### src/design/mpu_pkg.sv
package mpu_pkg;
    // Sets and ranges
    localparam int NUM_SETS = 2;
    localparam int DATA_RANGES = 4;
    localparam int CODE_RANGES = 2;
    // Register offsets (byte addresses)
    localparam logic [11:0] OFS_CONTROL = 12'h000;
    localparam logic [11:0] OFS_STATUS = 12'h004;
    localparam logic [11:0] OFS_MASK = 12'h008;
    localparam logic [11:0] OFS_FAULT_ADDR = 12'h00C;
    localparam logic [11:0] OFS_DMODE0 = 12'h010;
    localparam logic [11:0] OFS_CMODE0 = 12'h014;
    localparam logic [11:0] OFS_DMODE1 = 12'h018;
    localparam logic [11:0] OFS_CMODE1 = 12'h01C;
    localparam logic [11:0] OFS_BOUNDS = 12'h100;
    // Bound table: set*12 + range*2 + (0 lower,1 upper); code ranges follow data
    localparam int BOUNDS_PER_SET = 12;
    localparam int BOUND_WORDS = 24;
    // Mode field layout per range: bit0 read, bit1 write, bit2 execute, nibble each
    localparam int MODE_RD = 0;
    localparam int MODE_WR = 1;
    localparam int MODE_EX = 2;
    localparam int MODE_STRIDE = 4;
    // Status bit positions
    localparam int ST_DATA_FAULT = 0;
    localparam int ST_CODE_FAULT = 1;
    // Reset values
    localparam logic [31:0] MODE_RESET = 32'h0000_0000;
    localparam logic [1:0] MASK_RESET = 2'h0;
    // Checker states, one-hot
    typedef enum logic [2:0] {
        CHK_IDLE = 3'b001,
        CHK_EVAL = 3'b010,
        CHK_ANSWER = 3'b100
    } chk_state_t;
endpackage : mpu_pkg

### src/design/memory_protection_unit.sv
`timescale 1ns/10ps
// What this block does
// - Two full protection sets, index 0 and 1
// - Status word field picks active set
// - Data checked on data part, fetch on code
// - Data part has four ranges
// - Code part has two ranges
// - Bound pairs plus one mode register per part
// - Violations raise a trap to CPU
// - Violations also signal the debug unit
module memory_protection_unit
    import mpu_pkg::*;
#(
    parameter int NUM_DR = DATA_RANGES,
    parameter int NUM_CR = CODE_RANGES
) (
    input wire logic clk,
    input wire logic reset,
    // APB slave
    input wire logic psel,
    input wire logic penable,
    input wire logic pwrite,
    input wire logic [11:0] paddr,
    input wire logic [31:0] pwdata,
    output logic [31:0] prdata,
    output logic pready,
    output logic pslverr,
    // Active set field of the processor status word
    input wire logic active_protection_set_select,
    // Data access request
    input wire logic data_req,
    input wire logic data_write,
    input wire logic [31:0] data_addr,
    output logic data_ack,
    output logic data_blocked,
    // Instruction fetch request
    input wire logic fetch_req,
    input wire logic [31:0] fetch_addr,
    output logic fetch_ack,
    output logic fetch_blocked,
    // Trap, debug and interrupt outputs
    output logic trap_handler_routine,
    output logic debug_violation,
    output logic irq
);
    // Bound registers live in flops so all ranges compare in parallel
    logic [31:0] bounds [BOUND_WORDS];
    logic [31:0] data_mode [NUM_SETS];
    logic [31:0] code_mode [NUM_SETS];
    logic [1:0] status;
    logic [1:0] mask;
    logic [31:0] fault_addr;
    logic [31:0] ram_rdata;
    chk_state_t state;
    chk_state_t next_state;
    // Latched request
    logic req_is_fetch;
    logic req_write;
    logic [31:0] req_addr;
    logic req_set;

    // APB decode
    // First access cycle: bound read data already stands in the ram register
    wire apb_first = psel && penable && !pready;
    wire apb_access = psel && penable;
    wire apb_wr = apb_access && pwrite && pready;
    wire is_bound = (paddr >= OFS_BOUNDS) && (paddr < OFS_BOUNDS + 12'(BOUND_WORDS * 4));
    wire [4:0] bound_idx = 5'((paddr - OFS_BOUNDS) >> 2);
    wire is_ctrl = (paddr == OFS_CONTROL);
    wire is_stat = (paddr == OFS_STATUS);
    wire is_mask = (paddr == OFS_MASK);
    wire is_fadr = (paddr == OFS_FAULT_ADDR);
    wire is_dm0 = (paddr == OFS_DMODE0);
    wire is_cm0 = (paddr == OFS_CMODE0);
    wire is_dm1 = (paddr == OFS_DMODE1);
    wire is_cm1 = (paddr == OFS_CMODE1);
    // Any decoded offset; the rest are refused
    wire mapped = is_bound || is_ctrl || is_stat || is_mask || is_fadr
        || is_dm0 || is_cm0 || is_dm1 || is_cm1;

    // Mode grant bit for a range and access kind
    function automatic logic mode_bit(input logic [31:0] m, input int r, input int k);
        mode_bit = m[r*MODE_STRIDE + k];
    endfunction : mode_bit

    // Read copy of bounds for software, one-cycle latency
    mpu_bound_ram #(.DEPTH(BOUND_WORDS), .AW(5)) u_ram (
        .clk(clk),
        .we(apb_wr && is_bound),
        .waddr(bound_idx),
        .wdata(pwdata),
        .raddr(bound_idx),
        .rdata(ram_rdata)
    );

    // Bound and mode registers per set and part
    always_ff @(posedge clk) begin
        if (reset) begin
            // Everything blocked after reset
            for (int i = 0; i < BOUND_WORDS; i++) begin
                bounds[i] <= 32'h0000_0000;
            end
            for (int s = 0; s < NUM_SETS; s++) begin
                data_mode[s] <= MODE_RESET;
                code_mode[s] <= MODE_RESET;
            end
        end else if (apb_wr) begin
            // Software write of a bound word
            if (is_bound) begin
                bounds[bound_idx] <= pwdata;
            end
            if (is_dm0) data_mode[0] <= pwdata;
            if (is_cm0) code_mode[0] <= pwdata;
            if (is_dm1) data_mode[1] <= pwdata;
            if (is_cm1) code_mode[1] <= pwdata;
        end
    end

    // Active set part: lower/upper bounds and grants
    logic [NUM_DR*32-1:0] d_lo, d_hi;
    logic [NUM_CR*32-1:0] c_lo, c_hi;
    logic [NUM_DR-1:0] d_grant, d_hit;
    logic [NUM_CR-1:0] c_grant, c_hit;
    genvar g;
    // One slice per range of the latched set
    generate
        for (g = 0; g < NUM_DR; g++) begin : g_d
            // Data ranges of the latched set
            assign d_lo[g*32 +: 32] = bounds[int'(req_set)*BOUNDS_PER_SET + g*2];
            assign d_hi[g*32 +: 32] = bounds[int'(req_set)*BOUNDS_PER_SET + g*2 + 1];
            assign d_grant[g] = mode_bit(data_mode[req_set], g,
                req_write ? MODE_WR : MODE_RD);
        end
        for (g = 0; g < NUM_CR; g++) begin : g_c
            // Code ranges follow the data ranges
            assign c_lo[g*32 +: 32] =
                bounds[int'(req_set)*BOUNDS_PER_SET + NUM_DR*2 + g*2];
            assign c_hi[g*32 +: 32] =
                bounds[int'(req_set)*BOUNDS_PER_SET + NUM_DR*2 + g*2 + 1];
            assign c_grant[g] = mode_bit(code_mode[req_set], g, MODE_EX);
        end
    endgenerate

    mpu_range_check #(.N(NUM_DR)) u_dchk (
        .addr(req_addr),
        .lower(d_lo),
        .upper(d_hi),
        .grant(d_grant),
        .hit(d_hit)
    );
    mpu_range_check #(.N(NUM_CR)) u_cchk (
        .addr(req_addr),
        .lower(c_lo),
        .upper(c_hi),
        .grant(c_grant),
        .hit(c_hit)
    );

    // Legal when any granting range contains the address
    wire legal = req_is_fetch ? (|c_hit) : (|d_hit);
    wire violation = (state == CHK_EVAL) && !legal;

    // Checker sequencing
    always_comb begin
        next_state = state;
        case (state)
            // Wait for a request
            CHK_IDLE: if (data_req || fetch_req) next_state = CHK_EVAL;
            // Compare cycle
            CHK_EVAL: next_state = CHK_ANSWER;
            // Answer cycle, requests ignored
            CHK_ANSWER: next_state = CHK_IDLE;
            // Illegal code
            default: next_state = CHK_IDLE;
        endcase
    end

    // State and request capture; data takes priority over fetch
    always_ff @(posedge clk) begin
        if (reset) begin
            state <= CHK_IDLE;
            req_is_fetch <= 1'b0;
            req_write <= 1'b0;
            req_addr <= 32'h0000_0000;
            req_set <= 1'b0;
        end else begin
            // Advance the checker
            state <= next_state;
            // Take a request only when idle
            if (state == CHK_IDLE && (data_req || fetch_req)) begin
                req_is_fetch <= !data_req;
                req_write <= data_req && data_write;
                req_addr <= data_req ? data_addr : fetch_addr;
                req_set <= active_protection_set_select;
            end
        end
    end

    // Answers, trap and debug pulses
    always_ff @(posedge clk) begin
        if (reset) begin
            data_ack <= 1'b0;
            data_blocked <= 1'b0;
            fetch_ack <= 1'b0;
            fetch_blocked <= 1'b0;
            trap_handler_routine <= 1'b0;
            debug_violation <= 1'b0;
        end else begin
            // Answers stand one cycle, after the compare cycle
            data_ack <= (state == CHK_EVAL) && !req_is_fetch;
            fetch_ack <= (state == CHK_EVAL) && req_is_fetch;
            data_blocked <= violation && !req_is_fetch;
            fetch_blocked <= violation && req_is_fetch;
            trap_handler_routine <= violation;
            debug_violation <= violation;
        end
    end

    // Sticky status, set wins over write-one clear; fault address capture
    wire [1:0] ev = {violation && req_is_fetch, violation && !req_is_fetch};
    always_ff @(posedge clk) begin
        if (reset) begin
            status <= 2'h0;
            mask <= MASK_RESET;
            fault_addr <= 32'h0000_0000;
            irq <= 1'b0;
        end else begin
            // Write one clears, a new event wins
            status <= (status & ~((apb_wr && is_stat) ? pwdata[1:0] : 2'h0)) | ev;
            // Mask written by software
            if (apb_wr && is_mask) mask <= pwdata[1:0];
            // Address of the latest blocked access
            if (violation) fault_addr <= req_addr;
            // Level interrupt from the next status value
            irq <= |(((status & ~((apb_wr && is_stat) ? pwdata[1:0] : 2'h0)) | ev) & mask);
        end
    end

    // APB: two-cycle access so bound reads come from the ram register
    wire [31:0] reg_rd = is_ctrl ? {31'h0, active_protection_set_select}
        : is_stat ? {30'h0, status}
        : is_mask ? {30'h0, mask}
        : is_fadr ? fault_addr
        : is_dm0 ? data_mode[0]
        : is_cm0 ? code_mode[0]
        : is_dm1 ? data_mode[1]
        : is_cm1 ? code_mode[1]
        : 32'h0000_0000;
    always_ff @(posedge clk) begin
        if (reset) begin
            pready <= 1'b0;
            pslverr <= 1'b0;
            prdata <= 32'h0000_0000;
        end else begin
            // Answer in the second access cycle, one cycle wide
            pready <= apb_first;
            // Unmapped offsets are refused alongside ready
            pslverr <= apb_first && !mapped;
            // Read data loaded one edge before it is sampled
            if (apb_first) prdata <= is_bound ? ram_rdata : reg_rd;
        end
    end

    // Checks
    AST_TRAP_ON_BLOCK: assert property (@(posedge clk) disable iff (reset)
        (data_blocked || fetch_blocked) |-> trap_handler_routine)
        else $error("blocked access without trap");
    AST_DEBUG_WITH_TRAP: assert property (@(posedge clk) disable iff (reset)
        trap_handler_routine == debug_violation)
        else $error("debug line differs from trap");
    AST_ACK_LATENCY: assert property (@(posedge clk) disable iff (reset)
        (state == CHK_IDLE && data_req) |-> ##2 data_ack)
        else $error("data ack not two cycles after request");
    AST_FETCH_KIND: assert property (@(posedge clk) disable iff (reset)
        (state == CHK_IDLE && fetch_req && !data_req) |-> ##2 (fetch_ack && !data_ack))
        else $error("fetch answered on wrong path");
    AST_LEGAL_PASS: assert property (@(posedge clk) disable iff (reset)
        (state == CHK_EVAL && legal) |=> !trap_handler_routine)
        else $error("legal access trapped");
    AST_SET_LATCH: assert property (@(posedge clk) disable iff (reset)
        (state == CHK_IDLE && (data_req || fetch_req)) |=>
        req_set == $past(active_protection_set_select))
        else $error("active set not captured");
    AST_NO_GRANT_BLOCK: assert property (@(posedge clk) disable iff (reset)
        (state == CHK_EVAL && !req_is_fetch && d_grant == '0) |=> data_blocked)
        else $error("data access passed with no grant");
    AST_CODE_NO_GRANT: assert property (@(posedge clk) disable iff (reset)
        (state == CHK_EVAL && req_is_fetch && c_grant == '0) |=> fetch_blocked)
        else $error("fetch passed with no grant");
    AST_MODE_WRITE: assert property (@(posedge clk) disable iff (reset)
        (apb_wr && is_dm1) |=> data_mode[1] == $past(pwdata))
        else $error("mode register not written");
    AST_STATUS_STICKY: assert property (@(posedge clk) disable iff (reset)
        violation |=> status != 2'h0)
        else $error("violation not recorded");
    AST_ACK_PULSE: assert property (@(posedge clk) disable iff (reset)
        (data_ack || fetch_ack) |=> !(data_ack || fetch_ack))
        else $error("answer wider than one cycle");
    AST_FAULT_ADDR: assert property (@(posedge clk) disable iff (reset)
        violation |=> fault_addr == $past(req_addr))
        else $error("fault address not captured");
    COV_DATA_BLOCK: cover property (@(posedge clk) data_blocked);
    COV_FETCH_BLOCK: cover property (@(posedge clk) fetch_blocked);
    COV_SET1_PASS: cover property (@(posedge clk) data_ack && !data_blocked && req_set);
    COV_IRQ: cover property (@(posedge clk) irq);
endmodule : memory_protection_unit

### src/design/mpu_bound_ram.sv
`timescale 1ns/10ps
// Boundary register storage, one write port, registered read port
module mpu_bound_ram #(
    parameter int DEPTH = 24,
    parameter int AW = 5
) (
    input wire logic clk,
    input wire logic we,
    input wire logic [AW-1:0] waddr,
    input wire logic [31:0] wdata,
    input wire logic [AW-1:0] raddr,
    output logic [31:0] rdata
);
    // Storage words
    logic [31:0] mem [DEPTH];

    // Write and registered read
    always_ff @(posedge clk) begin
        if (we) begin
            mem[waddr] <= wdata;
        end
        rdata <= mem[raddr];
    end
endmodule : mpu_bound_ram

### src/design/mpu_range_check.sv
`timescale 1ns/10ps
// Parallel compare of an address against N bound pairs
module mpu_range_check #(
    parameter int N = 4
) (
    input wire logic [31:0] addr,
    input wire logic [N*32-1:0] lower,
    input wire logic [N*32-1:0] upper,
    input wire logic [N-1:0] grant,
    output logic [N-1:0] hit
);
    // Lower bound inclusive, upper bound exclusive
    genvar g;
    generate
        for (g = 0; g < N; g++) begin : g_rng
            assign hit[g] = grant[g] && (addr >= lower[g*32 +: 32])
                && (addr < upper[g*32 +: 32]);
        end
    endgenerate
endmodule : mpu_range_check

### config.mk
export PLATFORM = sky130hd
export DESIGN_NAME = memory_protection_unit
export DESIGN_NICKNAME = d
export VERILOG_FILES = /design/src/design/mpu_pkg.sv /design/src/design/memory_protection_unit.sv /design/src/design/mpu_bound_ram.sv /design/src/design/mpu_range_check.sv
export SDC_FILE = /design/constraint.sdc
export NUM_CORES = 2
export LEC_CHECK = 0
export ABC_AREA = 1
export BUFFER_PORTS_ARGS = -buffer_cell sky130_fd_sc_hd__buf_4
export CORE_ASPECT_RATIO = 1.5
export CORE_MARGIN = 2
export CORE_UTILIZATION = 25
export DETAILED_ROUTE_END_ITERATION = 8
export GPL_TIMING_DRIVEN = 1
export PLACE_DENSITY_LB_ADDON = 0.15
export SLEW_MARGIN = 5
export SYNTH_ARGS = -nofsm -noshare
export SYNTH_HDL_FRONTEND = slang
export SYNTH_SLANG_ARGS = --single-unit
### constraint.sdc
create_clock -name clk -period 4.6 [get_ports clk]
set_input_delay 0.92 -clock clk [delete_from_list [all_inputs] [get_ports clk]]
set_output_delay 0.92 -clock clk [all_outputs]
set_load 0.01 [all_outputs]
==> impl_metrics.ini <==
[timing]
timing.setup.tns_ns = 0
tightest_slew_ns = 1.247
fin_ws_ns = 0.3063
fin_crit_ns = 4.294
maxSlewViolCount = 0
finalCritPeriodShare_pct = 93.34
fin_skew_ns = 0.07652
rsz0062_at_grt = no
fmax_ghz = 0.2329
hold_viol = 0
relSlewSlack_pct = 16.10
finalSetupViolCount = 0

[die]
die_w_um = 461.4
die_h_um = 690.1
boundaryPins = 158
core_area_um2 = 311900
num_rows = 251
initial_core_util_pct = 25.15
die_area_um2 = 318400

[critical_path]
cp-start-kind = flip-flop
crit_fanout = 48
critPathKind = flip-flop to flip-flop
ff2ff_path_depth = 17
crit_required_ns = 5.43
cp.arrival_ns = 5.12
end_kind = flip-flop

[finish]
final_cell_mix = edfxtp_1 (1664), nor2_1 (1055), nand2_1 (596), ha_1 (378), mux2i_1 (373)
utilization_pct = 29.59
fin_nets = 6907
area_growth_pct = 17.64
drive_gt1_share_pct = 12.25
fin_area_um2 = 92290
final_common_cell = edfxtp_1

[yosys]
synth-main-ff-cell = edfxtp_1
synth-async-reset-ratio_pct = 0
synthDistinctLibCells = 53
ys_seq_elements = 1811
yosys.area.top_type = edfxtp_1
syn_nets = 6675
syn_inst = 6180
synth_top_cells_by_area = edfxtp_1 (64%), ha_1 (6.0%), nor2_1 (5.2%), mux2i_1 (4.8%), dfxtp_1 (3.8%)
yosys.area.top_type_share_pct = 63.70
avgSynthCellArea_um2 = 12.69
ys_seq_area_share_pct = 67.45
synth_area_um2 = 78450
yosys_warnings = 0
synth-edff-count = 1664

[drt]
drc = 0
vias = 50580
drt_pass1_iterations = 5
drt_iter0_drc = 3577
antenna_left = 0
wl_mm = 279.0
vias_per_cell = 4.701
wire_per_inst_um = 25.93

[clock_tree]
cts_hold_buf = 0
cts_sinks = 1811
cts_made_buffers = 209
cts_tree = yes
insertion_delay_ns = 0.94
cts_setup_buffers = 0
clkTransAtPathRegs_ns = 0.06
cts-root-buf = clkbuf_16
cts_max_path_buffers = 4
htreeDepth = 4
cts_resized = 0

[place]
hpwl_mm = 175.5
place.gp.congestion = 0.7927
dpl-instance-area_um2 = 85990
portBuffers = 157
pre_cts_ws_ns = 0.2914

[min_path]
hold_class = input pin to flip-flop
min_path_cells = 3

[power]
p_total_mw = 38.98
leakage_nw = 33.65
ir_worst_vdd_uv = 286.8
p_per_area_nw_per_um2 = 422.4

[global_route]
grt.total_usage_pct = 17.21
grt_max_degree = 125
antenna_found_initial = 13
grt-ovfl-total = 0
grt_pass1_wl_mm = 393.2
grt_pass1_vias = 52120

[job]
max_cap_violations = 0

[outcome]
status = finished clean
==> registers in the layout (all words and copies together) (netlist names), 2 cells and up, named ones only <==
signal / flops
state: 3
code_mode: 64
mask: 2
u_ram.mem: 768
bounds: 768
prdata: 32
status: 2
fault_addr: 32
u_ram.rdata: 32
data_mode: 64
req_addr: 32
==> kinds of logic after synthesis <==
family / Yosys count / share of synthesized area [%]
adders and majority gates: 378 / 6.029
muxes: 373 / 4.759
AOI/OAI and AO/OA: 1015 / 8.281
DFF: 1811 / 67.45
and+or+nand+nor: 2028 / 10.49
buffers and inverters: 575 / 2.992
==> path summary, 6_finish.rpt <==
check,from,to,slack [ns]
setup reg to reg,req_set,fault_addr[5],0.31
setup / recovery,req_set,fault_addr[5],0.31
hold reg to reg,u_ram.rdata[4],prdata[4],0.47
hold / removal,fetch_addr[16],req_addr[16],0.29
==> stage by stage <==
step,hold slack (ns),instances
after floorplan,0.4121,6180
after global placement,0.4487,10380
after detailed placement,0.4657,10380
after CTS,0.2489,10750
after global routing,0.2675,10760
final,0.2880,10760
==> final cells by class <==
class	count	area, µm²
diodes	5	12.51
clock buffers	296	5728
clock inverters	83	559.3
fillers	31660	219600
inverters	200	774.5
multi-input cells	3794	23630
flip-flops and latches	1811	52910
well taps	4174	5223
repair buffers	396	3448
==> report_power, final <==
group | switching [mW] | leakage (nW) | internal [mW]
clock | 6.84 | 3.06 | 8.86
sequential | 0.341 | 17.5 | 18.3
combinational | 3.09 | 13.1 | 1.54
total | 10.3 | 33.6 | 28.7
==> critical path, stage by stage (launching register included) <==
cell and delay [ns]:
dfxtp_4 0.42, buf_4 0.28, buf_12 0.36, mux2i_1 0.15, ha_1 0.31, nand2_1 0.06
nor2_1 0.30, nand4_1 0.22, nor4_1 0.98, nand2_1 0.15, nand2_1 0.15, nand2_2 0.10
inv_2 0.07, nand2_4 0.12, buf_4 0.22, nand3_1 0.08, nand2_1 0.06, nor2_1 0.12
==> synth_stat cells (13+ instances only) <==
| library cell | n |
|---|---|
| edfxtp_1 | 1664 |
| nand2_1 | 596 |
| nor3_1 | 23 |
| a211oi_1 | 35 |
| clkinv_1 | 35 |
| mux2i_1 | 373 |
| o221ai_1 | 29 |
| nand4_1 | 41 |
| a31o_2 | 15 |
| o21ai_0 | 173 |
| nor2_2 | 13 |
| a22oi_1 | 322 |
| o211ai_1 | 13 |
| clkbuf_1 | 224 |
| dfxtp_1 | 147 |
| ha_1 | 378 |
| buf_2 | 75 |
| a22o_1 | 16 |
| a31oi_1 | 87 |
| inv_1 | 147 |
| a221oi_1 | 17 |
| a21oi_1 | 265 |
| nor2_1 | 1082 |
| nand3_1 | 241 |
| buf_1 | 61 |
| inv_2 | 16 |
==> layer usage <==
layer / track usage [%] / wire (µm)
met5: 0 / 54
met4: 4.954 / 7450
met3: 2.057 / 11160
met2: 31.25 / 145400
met1: 21.16 / 114900
Note: power is estimated with default switching activity, not from simulation.
